`src/hdl/serial_host_pkg.sv`:
```
package serial_host_pkg;

  // Register byte offsets
  localparam logic [7:0]  CSR_OFF   = 8'h00;
  localparam logic [7:0]  CKR_OFF   = 8'h04;
  localparam logic [7:0]  TXD_OFF   = 8'h08;
  localparam logic [7:0]  RXD_OFF   = 8'h0C;

  // Status bit positions in the control/status register
  localparam int          TUE_BIT   = 14;
  localparam int          TDE_BIT   = 15;
  localparam int          RNE_BIT   = 17;
  localparam int          RFF_BIT   = 19;
  localparam int          ROE_BIT   = 20;
  localparam int          BER_BIT   = 21;
  localparam int          BUSY_BIT  = 22;

  // Reset values and writable masks
  localparam logic [8:0]  CTRL_RST  = 9'h000;
  localparam logic [13:0] CKR_RST   = 14'h0001;
  localparam logic [13:0] CKR_MASK  = 14'h37FF;
  localparam logic [7:0]  PINS_RST  = 8'h02;

  // Word size codes and lengths
  localparam logic [1:0]  WS_8      = 2'h0;
  localparam logic [1:0]  WS_16     = 2'h1;
  localparam logic [1:0]  WS_24     = 2'h2;
  localparam logic [1:0]  WS_RSV    = 2'h3;
  localparam logic [4:0]  LEN_8     = 5'h08;
  localparam logic [4:0]  LEN_16    = 5'h10;
  localparam logic [4:0]  LEN_24    = 5'h18;

  // Receive FIFO levels and fixed prescaler (divide by eight)
  localparam logic [3:0]  RX_LEVELS = 4'hA;
  localparam logic [2:0]  PRE_LAST  = 3'h7;

  typedef struct packed {
    logic [1:0] rq_mode;
    logic       master;
    logic       depth;
    logic       stretch;
    logic [1:0] word_size;
    logic       i2c;
    logic       enable;
  } ctrl_s;

  typedef struct packed {
    logic [1:0] fm;
    logic       rsv;
    logic [7:0] dm;
    logic       hrs;
    logic       cpol;
    logic       cpha;
  } clk_s;

  typedef struct packed {
    logic sck_o;
    logic sck_oe;
    logic mosi_o;
    logic mosi_oe;
    logic miso_o;
    logic miso_oe;
    logic req_o;
    logic req_oe;
  } pins_s;

  typedef enum logic [1:0] {ST_IDLE, ST_START, ST_SHIFT, ST_STOP} eng_e;

endpackage : serial_host_pkg

```
`src/hdl/pin_sync.sv`:
```
`timescale 1ns/10ps
module pin_sync #(
  parameter int           W       = 1,
  parameter logic [W-1:0] RST_VAL = '1
) (
  // Clock and reset
  input  wire logic         clk,
  input  wire logic         rst,
  // Levels in and synchronised levels out
  input  wire logic [W-1:0] din,
  output logic      [W-1:0] dout
);

  logic [W-1:0] meta_reg;

  always_ff @(posedge clk)
  begin
    if (rst)
    begin
      meta_reg <= RST_VAL;
      dout     <= RST_VAL;
    end
    else
    begin
      meta_reg <= din;
      dout     <= meta_reg;
    end
  end

endmodule : pin_sync

```
`src/hdl/serial_host_ctrl.sv`:
```
`timescale 1ns/10ps
module serial_host_ctrl #(
  parameter logic [3:0] RX_DEPTH = serial_host_pkg::RX_LEVELS
) (
  // Clock and reset
  input  wire logic        MCLK,
  input  wire logic        SRST,
  // APB slave
  input  wire logic        PSEL,
  input  wire logic        PENABLE,
  input  wire logic        PWRITE,
  input  wire logic [7:0]  PADDR,
  input  wire logic [31:0] PWDATA,
  output logic      [31:0] PRDATA,
  output logic             PREADY,
  output logic             PSLVERR,
  // Serial clock (SCK or SCL)
  input  wire logic        SCK_I,
  output logic             SCK_O,
  output logic             SCK_OE,
  // MOSI, also SDA in I2C
  input  wire logic        MOSI_I,
  output logic             MOSI_O,
  output logic             MOSI_OE,
  // MISO
  input  wire logic        MISO_I,
  output logic             MISO_O,
  output logic             MISO_OE,
  // Slave select and host request
  input  wire logic        SS_N_I,
  input  wire logic        HOST_REQUEST_PIN_N_I,
  output logic             HOST_REQUEST_PIN_N_O,
  output logic             HOST_REQUEST_PIN_N_OE
);

  serial_host_pkg::ctrl_s ctrl_reg;
  serial_host_pkg::ctrl_s ctrl_wr;
  serial_host_pkg::clk_s  ckr_reg;
  serial_host_pkg::pins_s pins_reg;
  serial_host_pkg::pins_s pins_next;
  serial_host_pkg::eng_e  st_reg;
  logic        en_d_reg;
  logic [23:0] txh_reg;
  logic [23:0] sh_reg;
  logic        tde_reg;
  logic        tue_reg;
  logic        tue_rd_reg;
  logic        roe_reg;
  logic        ber_reg;
  logic [4:0]  bits_left_reg;
  logic        ph_reg;
  logic        ack_reg;
  logic        cap_reg;
  logic        dout_reg;
  logic        sck_reg;
  logic        sda_reg;
  logic        stretch_reg;
  logic        frame_reg;
  logic [2:0]  pre_reg;
  logic [7:0]  div_reg;
  logic [23:0] rx_mem [0:RX_DEPTH-1];
  logic [3:0]  wp_reg;
  logic [3:0]  rp_reg;
  logic [3:0]  cnt_reg;
  logic        rd_ne_reg;
  logic [31:0] prdata_reg;
  logic [4:0]  s_in;
  logic        sck_q_reg;
  logic        sda_q_reg;

  function automatic logic [4:0] wlen(input logic [1:0] ws);
    case (ws)
      serial_host_pkg::WS_16: wlen = serial_host_pkg::LEN_16;
      serial_host_pkg::WS_24: wlen = serial_host_pkg::LEN_24;
      default:                wlen = serial_host_pkg::LEN_8;
    endcase
  endfunction : wlen

  function automatic logic [23:0] ljust(input logic [23:0] v, input logic [1:0] ws);
    case (ws)
      serial_host_pkg::WS_16: ljust = {v[15:0], 8'h00};
      serial_host_pkg::WS_24: ljust = v;
      default:                ljust = {v[7:0], 16'h0000};
    endcase
  endfunction : ljust

  function automatic logic [23:0] rjust(input logic [23:0] v, input logic [1:0] ws);
    case (ws)
      serial_host_pkg::WS_16: rjust = {8'h00, v[15:0]};
      serial_host_pkg::WS_24: rjust = v;
      default:                rjust = {16'h0000, v[7:0]};
    endcase
  endfunction : rjust

  function automatic logic [3:0] ptr_inc(input logic [3:0] p);
    ptr_inc = (p == RX_DEPTH - 4'h1) ? 4'h0 : p + 4'h1;
  endfunction : ptr_inc

  // APB decode: zero wait states, read data latched in the setup cycle
  wire logic apb_set = PSEL & ~PENABLE;
  wire logic apb_acc = PSEL & PENABLE;
  wire logic wr      = apb_acc & PWRITE;
  wire logic rd      = apb_acc & ~PWRITE;
  wire logic hit_csr = PADDR == serial_host_pkg::CSR_OFF;
  wire logic hit_ckr = PADDR == serial_host_pkg::CKR_OFF;
  wire logic hit_txd = PADDR == serial_host_pkg::TXD_OFF;
  wire logic hit_rxd = PADDR == serial_host_pkg::RXD_OFF;
  wire logic mapped  = hit_csr | hit_ckr | hit_txd | hit_rxd;
  wire logic wr_csr  = wr & hit_csr;
  wire logic wr_ckr  = wr & hit_ckr;
  wire logic wr_txd  = wr & hit_txd;
  wire logic ber_clr = wr_csr & PWDATA[serial_host_pkg::BER_BIT];

  assign PREADY  = 1'b1;
  assign PSLVERR = apb_acc & ~mapped;
  assign PRDATA  = prdata_reg;

  wire logic [1:0] ws_in   = PWDATA[3:2];
  wire logic       ws_rsv  = ws_in == serial_host_pkg::WS_RSV;
  wire logic [1:0] ws_keep = ws_rsv ? ctrl_reg.word_size : ws_in;
  assign ctrl_wr = {PWDATA[8:4], ws_keep, PWDATA[1:0]};

  // Control bits answer only to the chip resets, never to the unit enable
  always_ff @(posedge MCLK)
  begin
    if (SRST)
    begin
      ctrl_reg <= serial_host_pkg::CTRL_RST;
      ckr_reg  <= serial_host_pkg::CKR_RST;
    end
    else
    begin
      if (wr_csr)
        ctrl_reg <= ctrl_wr;
      if (wr_ckr)
        ckr_reg <= PWDATA[13:0] & serial_host_pkg::CKR_MASK;
    end
  end

  // Enable acts one cycle after it is written
  always_ff @(posedge MCLK)
  begin
    if (SRST)
      en_d_reg <= 1'b0;
    else
      en_d_reg <= ctrl_reg.enable;
  end

  wire logic ind_rst = SRST | ~en_d_reg;

  pin_sync #(
    .W       (5),
    .RST_VAL (5'h1F)
  ) u_sync (
    .clk  (MCLK),
    .rst  (SRST),
    .din  ({SCK_I, MOSI_I, MISO_I, SS_N_I, HOST_REQUEST_PIN_N_I}),
    .dout (s_in)
  );

  // Inputs read high while the unit is held in reset
  wire logic s_sck   = s_in[4] | ~en_d_reg;
  wire logic s_sda   = s_in[3] | ~en_d_reg;
  wire logic s_miso  = s_in[2] | ~en_d_reg;
  wire logic s_ss_n  = s_in[1] | ~en_d_reg;
  wire logic s_req_n = s_in[0] | ~en_d_reg;

  always_ff @(posedge MCLK)
  begin
    sck_q_reg <= s_sck;
    sda_q_reg <= s_sda;
  end

  wire logic rise     = s_sck & ~sck_q_reg;
  wire logic fall     = ~s_sck & sck_q_reg;
  wire logic i2c_strt = s_sck & sck_q_reg & ~s_sda & sda_q_reg;
  wire logic i2c_stop = s_sck & sck_q_reg & s_sda & ~sda_q_reg;

  wire logic i2c      = ctrl_reg.i2c;
  wire logic mst      = ctrl_reg.master;
  wire logic spi_m    = ~i2c & mst;
  wire logic spi_s    = ~i2c & ~mst;
  wire logic i2c_m    = i2c & mst;
  wire logic i2c_s    = i2c & ~mst;
  wire logic busy     = st_reg != serial_host_pkg::ST_IDLE;
  wire logic shifting = st_reg == serial_host_pkg::ST_SHIFT;

  wire logic [3:0] lim  = ctrl_reg.depth ? RX_DEPTH : 4'h1;
  wire logic       full = cnt_reg == lim;
  wire logic       rne  = cnt_reg != 4'h0;

  // Clock generator: optional divide by eight, then divide by dm + 1
  wire logic pre_tick = ckr_reg.hrs | (pre_reg == serial_host_pkg::PRE_LAST);
  wire logic tick     = pre_tick & (div_reg == ckr_reg.dm);
  wire logic hold     = mst & (ctrl_reg.rq_mode != 2'h0) & s_req_n;
  wire logic m_tick   = tick & ~hold;

  always_ff @(posedge MCLK)
  begin
    if (ind_rst)
    begin
      pre_reg <= 3'h0;
      div_reg <= 8'h00;
    end
    else
    begin
      pre_reg <= pre_tick ? 3'h0 : pre_reg + 3'h1;
      if (pre_tick)
        div_reg <= tick ? 8'h00 : div_reg + 8'h01;
    end
  end

  // Shift engine timing: lead and trail edges of each bit
  wire logic cpha  = ~i2c & ckr_reg.cpha;
  wire logic cpol  = ~i2c & ckr_reg.cpol;
  wire logic lead  = shifting & (mst ? m_tick & ~ph_reg : (cpol ? fall : rise));
  wire logic trail = shifting & (mst ? m_tick & ph_reg : (cpol ? rise : fall));
  wire logic din   = spi_m ? s_miso : s_sda;
  wire logic last  = bits_left_reg == 5'h01;
  wire logic b_end = i2c & (bits_left_reg[2:0] == 3'h1);
  wire logic bit_in = cpha ? din : cap_reg;
  wire logic [23:0] sh_shift = {sh_reg[22:0], bit_in};
  wire logic finish = trail & (ack_reg ? bits_left_reg == 5'h00 : last & ~i2c);
  wire logic [23:0] rx_word = rjust(ack_reg ? sh_reg : sh_shift, ctrl_reg.word_size);
  wire logic [23:0] tx_just = ljust(txh_reg, ctrl_reg.word_size);

  // Start of a word for either role
  wire logic s_ready    = ~tde_reg & ~full;
  wire logic stretch_on = i2c_s & ctrl_reg.stretch;
  wire logic unready    = stretch_on & ~s_ready;
  wire logic i2c_s_go   = i2c_s & frame_reg & ~s_sck & ~unready;
  wire logic sl_go      = ~busy & en_d_reg & ((spi_s & ~s_ss_n) | i2c_s_go);
  wire logic m_go       = ~busy & en_d_reg & mst & ~tde_reg;
  wire logic load       = sl_go | m_go;
  wire logic underrun   = sl_go & tde_reg;
  wire logic abort      = shifting & ((spi_s & s_ss_n) | (i2c_s & i2c_stop));
  wire logic tde_set    = (load & ~(spi_m & ~cpha)) | (finish & spi_m & ~cpha);

  // Sequencer: start, bits, acknowledge, stop
  always_ff @(posedge MCLK)
  begin
    if (ind_rst)
    begin
      st_reg  <= serial_host_pkg::ST_IDLE;
      ph_reg  <= 1'b0;
      sck_reg <= 1'b0;
      sda_reg <= 1'b1;
    end
    else if (abort)
      st_reg <= serial_host_pkg::ST_IDLE;
    else
    begin
      case (st_reg)
        serial_host_pkg::ST_IDLE:
          if (load)
          begin
            st_reg  <= i2c_m ? serial_host_pkg::ST_START : serial_host_pkg::ST_SHIFT;
            ph_reg  <= 1'b0;
            sck_reg <= i2c_m;
            sda_reg <= ~i2c_m;
          end
        serial_host_pkg::ST_START:
          if (m_tick)
          begin
            st_reg  <= serial_host_pkg::ST_SHIFT;
            sck_reg <= 1'b0;
          end
        serial_host_pkg::ST_SHIFT:
        begin
          if (mst & m_tick)
          begin
            ph_reg  <= ~ph_reg;
            sck_reg <= ~ph_reg;
          end
          if (finish)
          begin
            st_reg  <= i2c_m ? serial_host_pkg::ST_STOP : serial_host_pkg::ST_IDLE;
            ph_reg  <= 1'b0;
            sda_reg <= ~i2c_m;
          end
        end
        serial_host_pkg::ST_STOP:
          if (m_tick)
          begin
            ph_reg <= 1'b1;
            if (ph_reg)
            begin
              sda_reg <= 1'b1;
              st_reg  <= serial_host_pkg::ST_IDLE;
            end
            else
              sck_reg <= 1'b1;
          end
        default:
          st_reg <= serial_host_pkg::ST_IDLE;
      endcase
    end
  end

  // Data path of the shift register
  always_ff @(posedge MCLK)
  begin
    if (ind_rst)
    begin
      sh_reg        <= 24'h000000;
      bits_left_reg <= 5'h00;
      ack_reg       <= 1'b0;
      cap_reg       <= 1'b0;
      dout_reg      <= 1'b1;
    end
    else if (load)
    begin
      sh_reg        <= tx_just;
      bits_left_reg <= wlen(ctrl_reg.word_size);
      ack_reg       <= 1'b0;
      dout_reg      <= tx_just[23];
    end
    else if (lead & ~ack_reg)
    begin
      if (cpha)
        dout_reg <= sh_reg[23];
      else
        cap_reg <= din;
    end
    else if (trail & ack_reg)
      ack_reg <= 1'b0;
    else if (trail)
    begin
      sh_reg        <= sh_shift;
      bits_left_reg <= bits_left_reg - 5'h01;
      ack_reg       <= b_end;
      if (~cpha)
        dout_reg <= sh_reg[22];
    end
  end

  // Status flags: hardware set wins over software clear
  always_ff @(posedge MCLK)
  begin
    if (ind_rst)
    begin
      txh_reg    <= 24'h000000;
      tde_reg    <= 1'b1;
      tue_reg    <= 1'b0;
      tue_rd_reg <= 1'b0;
      roe_reg    <= 1'b0;
      ber_reg    <= 1'b0;
      frame_reg  <= 1'b0;
    end
    else
    begin
      if (wr_txd)
        txh_reg <= PWDATA[23:0];
      tde_reg    <= tde_set | (tde_reg & ~wr_txd);
      tue_rd_reg <= (rd & hit_csr) | (tue_rd_reg & ~wr_txd);
      tue_reg    <= underrun | (tue_reg & ~(wr_txd & tue_rd_reg));
      roe_reg    <= (finish & full) | (roe_reg & ~(rd & hit_rxd));
      ber_reg    <= (spi_m & ~s_ss_n) | (ber_reg & ~ber_clr);
      frame_reg  <= i2c_s & (i2c_strt | (frame_reg & ~i2c_stop));
    end
  end

  // Clock stretch holds SCL low until the slave can serve the master
  always_ff @(posedge MCLK)
  begin
    if (ind_rst)
      stretch_reg <= 1'b0;
    else
      stretch_reg <= frame_reg & ~busy & unready & (~s_sck | stretch_reg);
  end

  // Receive FIFO
  wire logic wr_ok = finish & ~full;
  wire logic pop   = rd & hit_rxd & rd_ne_reg;

  always_ff @(posedge MCLK)
  begin
    if (ind_rst)
    begin
      wp_reg  <= 4'h0;
      rp_reg  <= 4'h0;
      cnt_reg <= 4'h0;
    end
    else
    begin
      if (wr_ok)
        wp_reg <= ptr_inc(wp_reg);
      if (pop)
        rp_reg <= ptr_inc(rp_reg);
      cnt_reg <= cnt_reg + {3'h0, wr_ok} - {3'h0, pop};
    end
  end

  always_ff @(posedge MCLK)
  begin
    if (wr_ok)
      rx_mem[wp_reg] <= rx_word;
  end

  // Register read data
  wire logic [31:0] csr_val = {9'h000, busy, ber_reg, roe_reg, full, 1'b0, rne, 1'b0,
                               tde_reg, tue_reg, 5'h00, ctrl_reg};
  wire logic [31:0] rd_val  = hit_csr ? csr_val :
                              hit_ckr ? {18'h00000, ckr_reg} :
                              hit_rxd ? {8'h00, rx_mem[rp_reg]} : 32'h00000000;

  always_ff @(posedge MCLK)
  begin
    if (SRST)
    begin
      prdata_reg <= 32'h00000000;
      rd_ne_reg  <= 1'b0;
    end
    else if (apb_set)
    begin
      prdata_reg <= rd_val;
      rd_ne_reg  <= rne;
    end
  end

  // Pins
  wire logic sda_m  = shifting ? (ack_reg | dout_reg) : sda_reg;
  wire logic tx_rdy = ~tde_reg;
  wire logic rx_rdy = ~full;
  wire logic both   = i2c ? (tx_rdy | rx_rdy) : (tx_rdy & rx_rdy);
  wire logic req_act = (ctrl_reg.rq_mode == 2'h1) ? rx_rdy :
                       (ctrl_reg.rq_mode == 2'h2) ? tx_rdy : both;

  always_comb
  begin
    pins_next = serial_host_pkg::PINS_RST;
    if (en_d_reg)
    begin
      pins_next.req_oe = ~mst & (ctrl_reg.rq_mode != 2'h0);
      pins_next.req_o  = ~req_act;
      if (spi_m)
      begin
        pins_next.sck_o   = sck_reg ^ cpol;
        pins_next.sck_oe  = 1'b1;
        pins_next.mosi_o  = dout_reg;
        pins_next.mosi_oe = 1'b1;
      end
      else if (spi_s)
      begin
        pins_next.miso_o  = dout_reg;
        pins_next.miso_oe = ~s_ss_n;
      end
      else if (i2c_m)
      begin
        pins_next.sck_oe  = busy & ~sck_reg;
        pins_next.mosi_oe = ~sda_m;
      end
      else
      begin
        pins_next.sck_oe  = stretch_reg;
        pins_next.mosi_oe = shifting & (ack_reg | ~dout_reg);
      end
    end
  end

  always_ff @(posedge MCLK)
  begin
    if (SRST)
      pins_reg <= serial_host_pkg::PINS_RST;
    else
      pins_reg <= pins_next;
  end

  assign SCK_O     = pins_reg.sck_o;
  assign SCK_OE    = pins_reg.sck_oe;
  assign MOSI_O    = pins_reg.mosi_o;
  assign MOSI_OE   = pins_reg.mosi_oe;
  assign MISO_O    = pins_reg.miso_o;
  assign MISO_OE   = pins_reg.miso_oe;
  assign HOST_REQUEST_PIN_N_O  = pins_reg.req_o;
  assign HOST_REQUEST_PIN_N_OE = pins_reg.req_oe;
endmodule : serial_host_ctrl

```
`config.mk`:
```
export PLATFORM = sky130hd
export DESIGN_NAME = serial_host_ctrl
export DESIGN_NICKNAME = d
export VERILOG_FILES = /design/src/hdl/serial_host_pkg.sv /design/src/hdl/pin_sync.sv /design/src/hdl/serial_host_ctrl.sv
export SDC_FILE = /design/constraint.sdc
export NUM_CORES = 1
export LEC_CHECK = 0
export ABC_AREA = 1
export BUFFER_PORTS_ARGS = -buffer_cell sky130_fd_sc_hd__buf_2
export CAP_MARGIN = 20
export CORE_ASPECT_RATIO = 1.2
export CORE_MARGIN = 3
export CORE_UTILIZATION = 55
export CTS_CLUSTER_DIAMETER = 40
export CTS_CLUSTER_SIZE = 8
export DETAILED_ROUTE_END_ITERATION = 10
export PLACE_DENSITY = 0.76
export SYNTH_ARGS = -nofsm -noshare
export SYNTH_HDL_FRONTEND = slang
export SYNTH_SLANG_ARGS = --single-unit
```
`constraint.sdc`:
```
create_clock -name MCLK -period 3.8 [get_ports MCLK]
set_input_delay 0.76 -clock MCLK [delete_from_list [all_inputs] [get_ports MCLK]]
set_output_delay 0.76 -clock MCLK [all_outputs]
set_load 0.02 [all_outputs]
```
# Word level (Yosys, flattened, before mapping)
# Memory sizes are Yosys's and may differ from the RTL's. A register that Yosys moved wholly into a read port is not among the register bits.
# Cells that the tools add are included.
# W data, S select, Z words.
# classes
addsub	7
n_eq_ne	31
muxes	71
bitwise_logic	137
reduce_logical	25
# ops
op	count
$mux W24	8
$pmux W24 S2	2
$and A1 B1 Y1	75
$mux W1	39
$not A1 Y1	37
$or A1 B1 Y1	24
$mux W4	5
$mux W5	4
$eq A8 B4 Y1 const B	2
$mux W2	7
$ne A2 B2 Y1 const B	7
$reduce_and A6 Y1	2
$eq A2 B2 Y1 const B	5
$pmux W5 S2	1
$reduce_and A5 Y1	2
$add A4 B1 Y4 const B	2
$add A8 B1 Y8 const B	1
$eq A4 B4 Y1 const B	2
$eq A8 B3 Y1 const B	1
$eq A8 B8 Y1	1
$logic_not A8 Y1	1
$mux W8	1
$pmux W2 S4	1
$reduce_bool A2 Y1	4
25 further kinds	37
# totals
register_bits	167
mem_bits_rw	240
inputBits	50
out_inout_bits	42
elab_cells	321
memories	1
# memory_table
memory	words	word_bits	rd	rd_ports_with_merged_regs	write_ports	line_no	text
rx_mem	10	24	1	1	1	serial_host_ctrl.sv:61	logic [23:0] rx_mem [0:RX_DEPTH-1];

# Depth between registers and ports, before layout
# depth
ltp_word	14
ltp_mapped	19
mapped_depth_nobuf	19

# By module
# A second synthesis with hierarchy kept.
# unflattened
hier_cells	1744
area_unflattened_um2	16981.3
# modules_own_cells
module	n_inst	cells_per_inst	area_per_inst_um2
serial_host_ctrl	1	1713	16702.3
pin_sync	1	31	279.0

# Worst setup path after synthesis
# Ideal clock, no wire load.
# synth_path
kind	flip-flop to flip-flop
startpoint	register pre_reg[0]
endpoint	memory rx_mem[7][0] (enable)
setup_time_ns	0.435
arrival_time_ns	3.340
required_ns	3.365
setup_slack_ns	0.025
path_stages_with_launch	15
path_buffers	0
period_less_slack_ns	3.775
path_cell_list	dfxtp_1 -> ha_1 -> ha_1 -> inv_1 -> nand2_1 -> nand2_1 -> nor2_1 -> nand3_2 -> nor2_4 -> nand4_4 -> a21boi_2 -> nand2_1 -> nor2_4 -> nand2_2 -> nor3_1
# synth_between
elab_chain_cells	11
# synth_lines
element	line_no	text
start: declaration	serial_host_ctrl.sv:59	logic [2:0] pre_reg;
start signal: assignment	serial_host_ctrl.sv:207	pre_reg <= pre_tick ? 3'h0 : pre_reg + 3'h1;
$eq A3 B3 Y1	serial_host_ctrl.sv:193	wire logic pre_tick = ckr_reg.hrs | (pre_reg == serial_host_pkg::PRE_LAST);
$or A1 B1 Y1	serial_host_ctrl.sv:193	
$and A1 B1 Y1	serial_host_ctrl.sv:194	wire logic tick = pre_tick & (div_reg == ckr_reg.dm);
$and A1 B1 Y1	serial_host_ctrl.sv:196	wire logic m_tick = tick & ~hold;
$and A1 B1 Y1	serial_host_ctrl.sv:217	wire logic trail = shifting & (mst ? m_tick & ph_reg : (cpol ? rise : fall));
$mux W1	serial_host_ctrl.sv:217	
$and A1 B1 Y1	serial_host_ctrl.sv:217	
$and A1 B1 Y1	serial_host_ctrl.sv:223	wire logic finish = trail & (ack_reg ? bits_left_reg == 5'h00 : last & ~i2c);
$and A1 B1 Y1	serial_host_ctrl.sv:373	wire logic wr_ok = finish & ~full;
$mux W1	serial_host_ctrl.sv:396	if (wr_ok)
$mux W1 (not written as such)	serial_host_ctrl.sv:397	rx_mem[wp_reg] <= rx_word;
end: declaration	serial_host_ctrl.sv:61	
# No other way between the ends.

# Worst setup path in the final report
# layout_path
startpoint	register pre_reg[0]
endpoint	register cnt_reg[2]
# layout_between
elab_chain_cells	11
# layout_lines
element	line_no	text
$eq A3 B3 Y1	serial_host_ctrl.sv:193	
$or A1 B1 Y1	serial_host_ctrl.sv:193	
$and A1 B1 Y1	serial_host_ctrl.sv:194	
$and A1 B1 Y1	serial_host_ctrl.sv:196	
$and A1 B1 Y1	serial_host_ctrl.sv:217	
$mux W1	serial_host_ctrl.sv:217	
$and A1 B1 Y1	serial_host_ctrl.sv:217	
$and A1 B1 Y1	serial_host_ctrl.sv:223	
$and A1 B1 Y1	serial_host_ctrl.sv:373	
$add A4 B1 Y4	serial_host_ctrl.sv:390	cnt_reg <= cnt_reg + {3'h0, wr_ok} - {3'h0, pop};
$sub A4 B1 Y4	serial_host_ctrl.sv:390	
end signal: assignment	serial_host_ctrl.sv:390	
end: declaration	serial_host_ctrl.sv:64	logic [3:0] cnt_reg;
# No other way between the ends.
# A chain may end at the register's enable or synchronous reset.

==> qor.txt <==
RUN STATUS
----------------------------------------------------------------------------------
Outcome .............................................................    completed

WORST SETUP PATH
----------------------------------------------------------------------------------
Count of cells along the worst register-to-register path ............           18
Cell type of the slowest stage on the worst timing path .............         fa_1
Largest stage delay on the critical path ............................      0.37 ns
RR Startpoint .......................................................   pre_reg[0]
Buf/Inv on CP .......................................................            3
Kind of start point of the critical path ............................    flip-flop
WP depth ............................................................           18
Most used cell, CP ..................................................         ha_1
Cell-by-cell listing of the critical path ........................... ha_1 -> ha_1 -> inv_1 -> nand2_1 -> nand2_1 -> nor2_1 -> nand3_2 -> nor2_4 -> nand4_4 -> a21boi_2 -> nand2_1 -> ha_1 -> inv_1 -> ha_1 -> inv_1 -> fa_1 -> xor2_1 -> nor2_1
Crit path required time .............................................      4.24 ns
Largest delay contributor family on the critical path ...............  adder cells
Capturing element type of the critical path .........................    flip-flop
Highest net fanout along the worst path .............................            5
End of the worst register-to-register path ..........................   cnt_reg[2]
Worst setup slack for register-to-register paths ....................      0.76 ns
Data arrival at the endpoint of the critical path ...................      3.49 ns
Path type of the worst setup path ................................... flip-flop to flip-flop

CLOCK TREE
----------------------------------------------------------------------------------
Maximum number of buffers from clock root to sink ...................            3
Clock latency of the later-clocked register in the worst-skew pair ..      0.59 ns
Buffers inserted during post-CTS setup optimization .................            0
Clk sink count ......................................................          403
TritonCTS Buffers ...................................................           57
Number of H-tree levels .............................................            2
Post-cts repair resize count ........................................            0
CTS tree ............................................................          yes
Register clock-pin slew on the reported worst setup and hold paths ..      0.05 ns
CTS Hold Buffers Added ..............................................            0
Cell at the root of the clock tree ..................................    clkbuf_16

SYNTHESIS
----------------------------------------------------------------------------------
Post-synth EDFFs ....................................................          240
Top post-synthesis cells by count ................................... o21ai_0 (253), edfxtp_1 (240), nand2_1 (226)
Syn Std Cell Area ...................................................   0.0172 mm2
Sequential area share after synthesis ...............................        0.609
Synth async-reset ratio .............................................            0
Dominant cell by count in the synthesized netlist ...................      o21ai_0
Number of warnings issued by yosys ..................................            0
Syn_area_per_cell ...................................................     9.72 um2
Yosys top cell by area ..............................................     edfxtp_1
Commonest register cell after synthesis .............................     edfxtp_1
Post-synthesis cell count ...........................................         1769
Ranking of synthesized cells by area ................................ edfxtp_1 (42%), dfxtp_1 (19%), o21ai_0 (7.4%), nand2_1 (4.9%), nor2_1 (4.6%)
Flop and latch count out of synthesis ...............................          403
Post-synth top area share ...........................................        0.419
Count of different cell masters after synthesis .....................           58

FLOORPLAN
----------------------------------------------------------------------------------
Floorplan Core Area .................................................   0.0307 mm2
Top Ports ...........................................................           92
Height of the die ...................................................       200 um
Full die area .......................................................   0.0334 mm2
Site Rows ...........................................................           70
Effective utilization at floorplan ..................................        0.561
DIE WIDTH ...........................................................       167 um

STA
----------------------------------------------------------------------------------
Fin worst setup slack ...............................................     0.756 ns
Final-layout setup total negative slack .............................         0 ns
Final number of hold-violating endpoints ............................            0
Count of final max-slew check failures ..............................            0
Part of the cycle the worst path needs ..............................        0.801
RSZ-0062 raised after global routing ................................           no
Measured slew at the worst slew-check pin ...........................      1.06 ns
Relative slew slack .................................................        0.287
Max Fclk ............................................................    0.329 GHz
Skew final ..........................................................    0.0258 ns
Total setup violations reported at the end of the flow ..............            0
Shortest period the worst path allows ...............................      3.04 ns

PLACED DESIGN
----------------------------------------------------------------------------------
Final RePlAce weighted congestion ...................................        0.929
Buffers on Ports ....................................................           74
Half-perimeter wire length after detailed placement .................     29600 um
Pre-CTS setup slack .................................................     0.747 ns

ROUTE
----------------------------------------------------------------------------------
TritonRoute pass-1 iters ............................................            6
DRC violations left .................................................            0
Average via count per standard cell .................................         5.86
Routed via count ....................................................        13300
Remaining number of nets flagged by the antenna check after routing .            0
Final WL ............................................................     45100 um
Wire length per cell ................................................      19.8 um
Iteration-0 DRC Markers .............................................         1298

JOB
----------------------------------------------------------------------------------
Number of max-cap violations ........................................            0

FINAL LAYOUT
----------------------------------------------------------------------------------
Count of inserted antenna diode cells ...............................            0
Register bank with the most flops ...................................       rx_mem
Layout overhead on the synthesized area .............................        13.9%
Fraction of final layout cells with drive strength greater than 1 ...        0.138
Filler Cells Inserted ...............................................         2372
Largest register FFs ................................................          240
Post-layout nets ....................................................         1915

POWER
----------------------------------------------------------------------------------
Worst voltage drop across the vdd grid ..............................     0.315 mV
Power Dens Cells ....................................................   477 mW/mm2
Standby leakage power ...............................................   0.00654 uW

MIN PATH
----------------------------------------------------------------------------------
Startpoint of the tightest hold check path ..........................        SCK_I
End of the worst hold path .......................................... u_sync.meta_reg[4]
Hold-critical path depth ............................................            2
Path category of the worst min-delay check .......................... primary input to flip-flop

GRT
----------------------------------------------------------------------------------
Largest net degree at the start of global routing ...................           71
Wire length of the first global-routing pass ........................     69600 um
Final global-route overflow total ...................................            0
Antenna violations before repair ....................................            0
Overall routing resource usage ......................................        0.263
Via count of the first global-routing pass ..........................        12900

==> report_power, final <==
group          switching, uW  internal (uW)
combinational           80.2           36.0
sequential              9.17           4600
clock                   1790           2830
total                   1880           7460
==> layout by cell type, fill, tap and decap left out, types with 9 or more instances in the layout <==
cell and count:
nor2_2 16, edfxtp_1 240, dfxtp_1 162, clkbuf_1 21, o21ai_1 31, o22ai_1 28
nor3_1 9, conb_1 9, or2_2 11, nand3_1 61, nand2_1 226, inv_1 141
nor2_1 202, clkbuf_16 57, o221ai_1 36, a41oi_1 9, ha_1 14, o21ai_0 253
a31oi_1 15, a21oi_1 116, inv_2 17, buf_4 35, buf_2 74
==> final cells by class <==
type,count,area [um2],area share
flip-flops and latches,403,10500,0.535
multi-input cells,1113,5710,0.291
clock buffers,80,1530,0.0782
repair buffers,113,676,0.0345
inverters,162,611,0.0312
well taps,396,495,0.0253
clock inverters,5,93.8,0.00479
==> cells by family after synthesis <==
| logic type | count (synthesis) | synth area share |
|---|---|---|
| other cells | 2 | 0.000437 |
| xor+xnor | 5 | 0.00255 |
| fa+ha+maj | 15 | 0.0114 |
| compound gates | 510 | 0.166 |
| buf+inv | 260 | 0.0627 |
| flops | 403 | 0.609 |
| simple gates | 574 | 0.148 |
==> worst register-to-register path, cell delays in order, from the launching register on <==
cell and delay (ns):
dfxtp_1 0.33, ha_1 0.15, ha_1 0.13, inv_1 0.04
nand2_1 0.14, nand2_1 0.07, nor2_1 0.11, nand3_2 0.12
nor2_4 0.16, nand4_4 0.14, a21boi_2 0.21, nand2_1 0.16
ha_1 0.33, inv_1 0.06, ha_1 0.13, inv_1 0.06
fa_1 0.37, xor2_1 0.16, nor2_1 0.05
==> stage by stage <==
| stage | hold slack, ns | cells | util | cell area (um2) | power, uW |
|---|---|---|---|---|---|
| 3_5_place_dp | 0.393 | 2184 | 0.585 | 17900 | 4810 |
| 2_1_floorplan | 0.389 | 1776 | - | 17200 | 4750 |
| 5_1_grt | 0.349 | 2272 | 0.639 | 19600 | 9570 |
| 6_report | 0.352 | 2272 | 0.639 | 19600 | 9340 |
| 3_3_place_gp | 0.392 | 2184 | 0.585 | 17900 | 4800 |
| 4_1_cts | 0.339 | 2269 | 0.638 | 19600 | 9380 |
==> how the worst max path moves through the flow <==
stage,startpoint,end,slack (ns)
after detailed placement,pre_reg[0],cnt_reg[2],0.75
after floorplan,pre_reg[0],rx_mem[7][0],0.03
final,pre_reg[0],cnt_reg[2],0.76
after CTS,pre_reg[0],cnt_reg[2],0.73
after global routing,pre_reg[0],cnt_reg[3],0.48
after global placement,pre_reg[0],cnt_reg[2],0.78
==> routing by layer <==
layer	up-vias	wire length (um)	global-route usage
met5	-	0	0
met4	0	2160	0.135
met3	120	3030	0.0386
met2	549	22100	0.439
met1	6335	17800	0.339
li1	6307	-	-
Power figures use the tool's default switching activity.
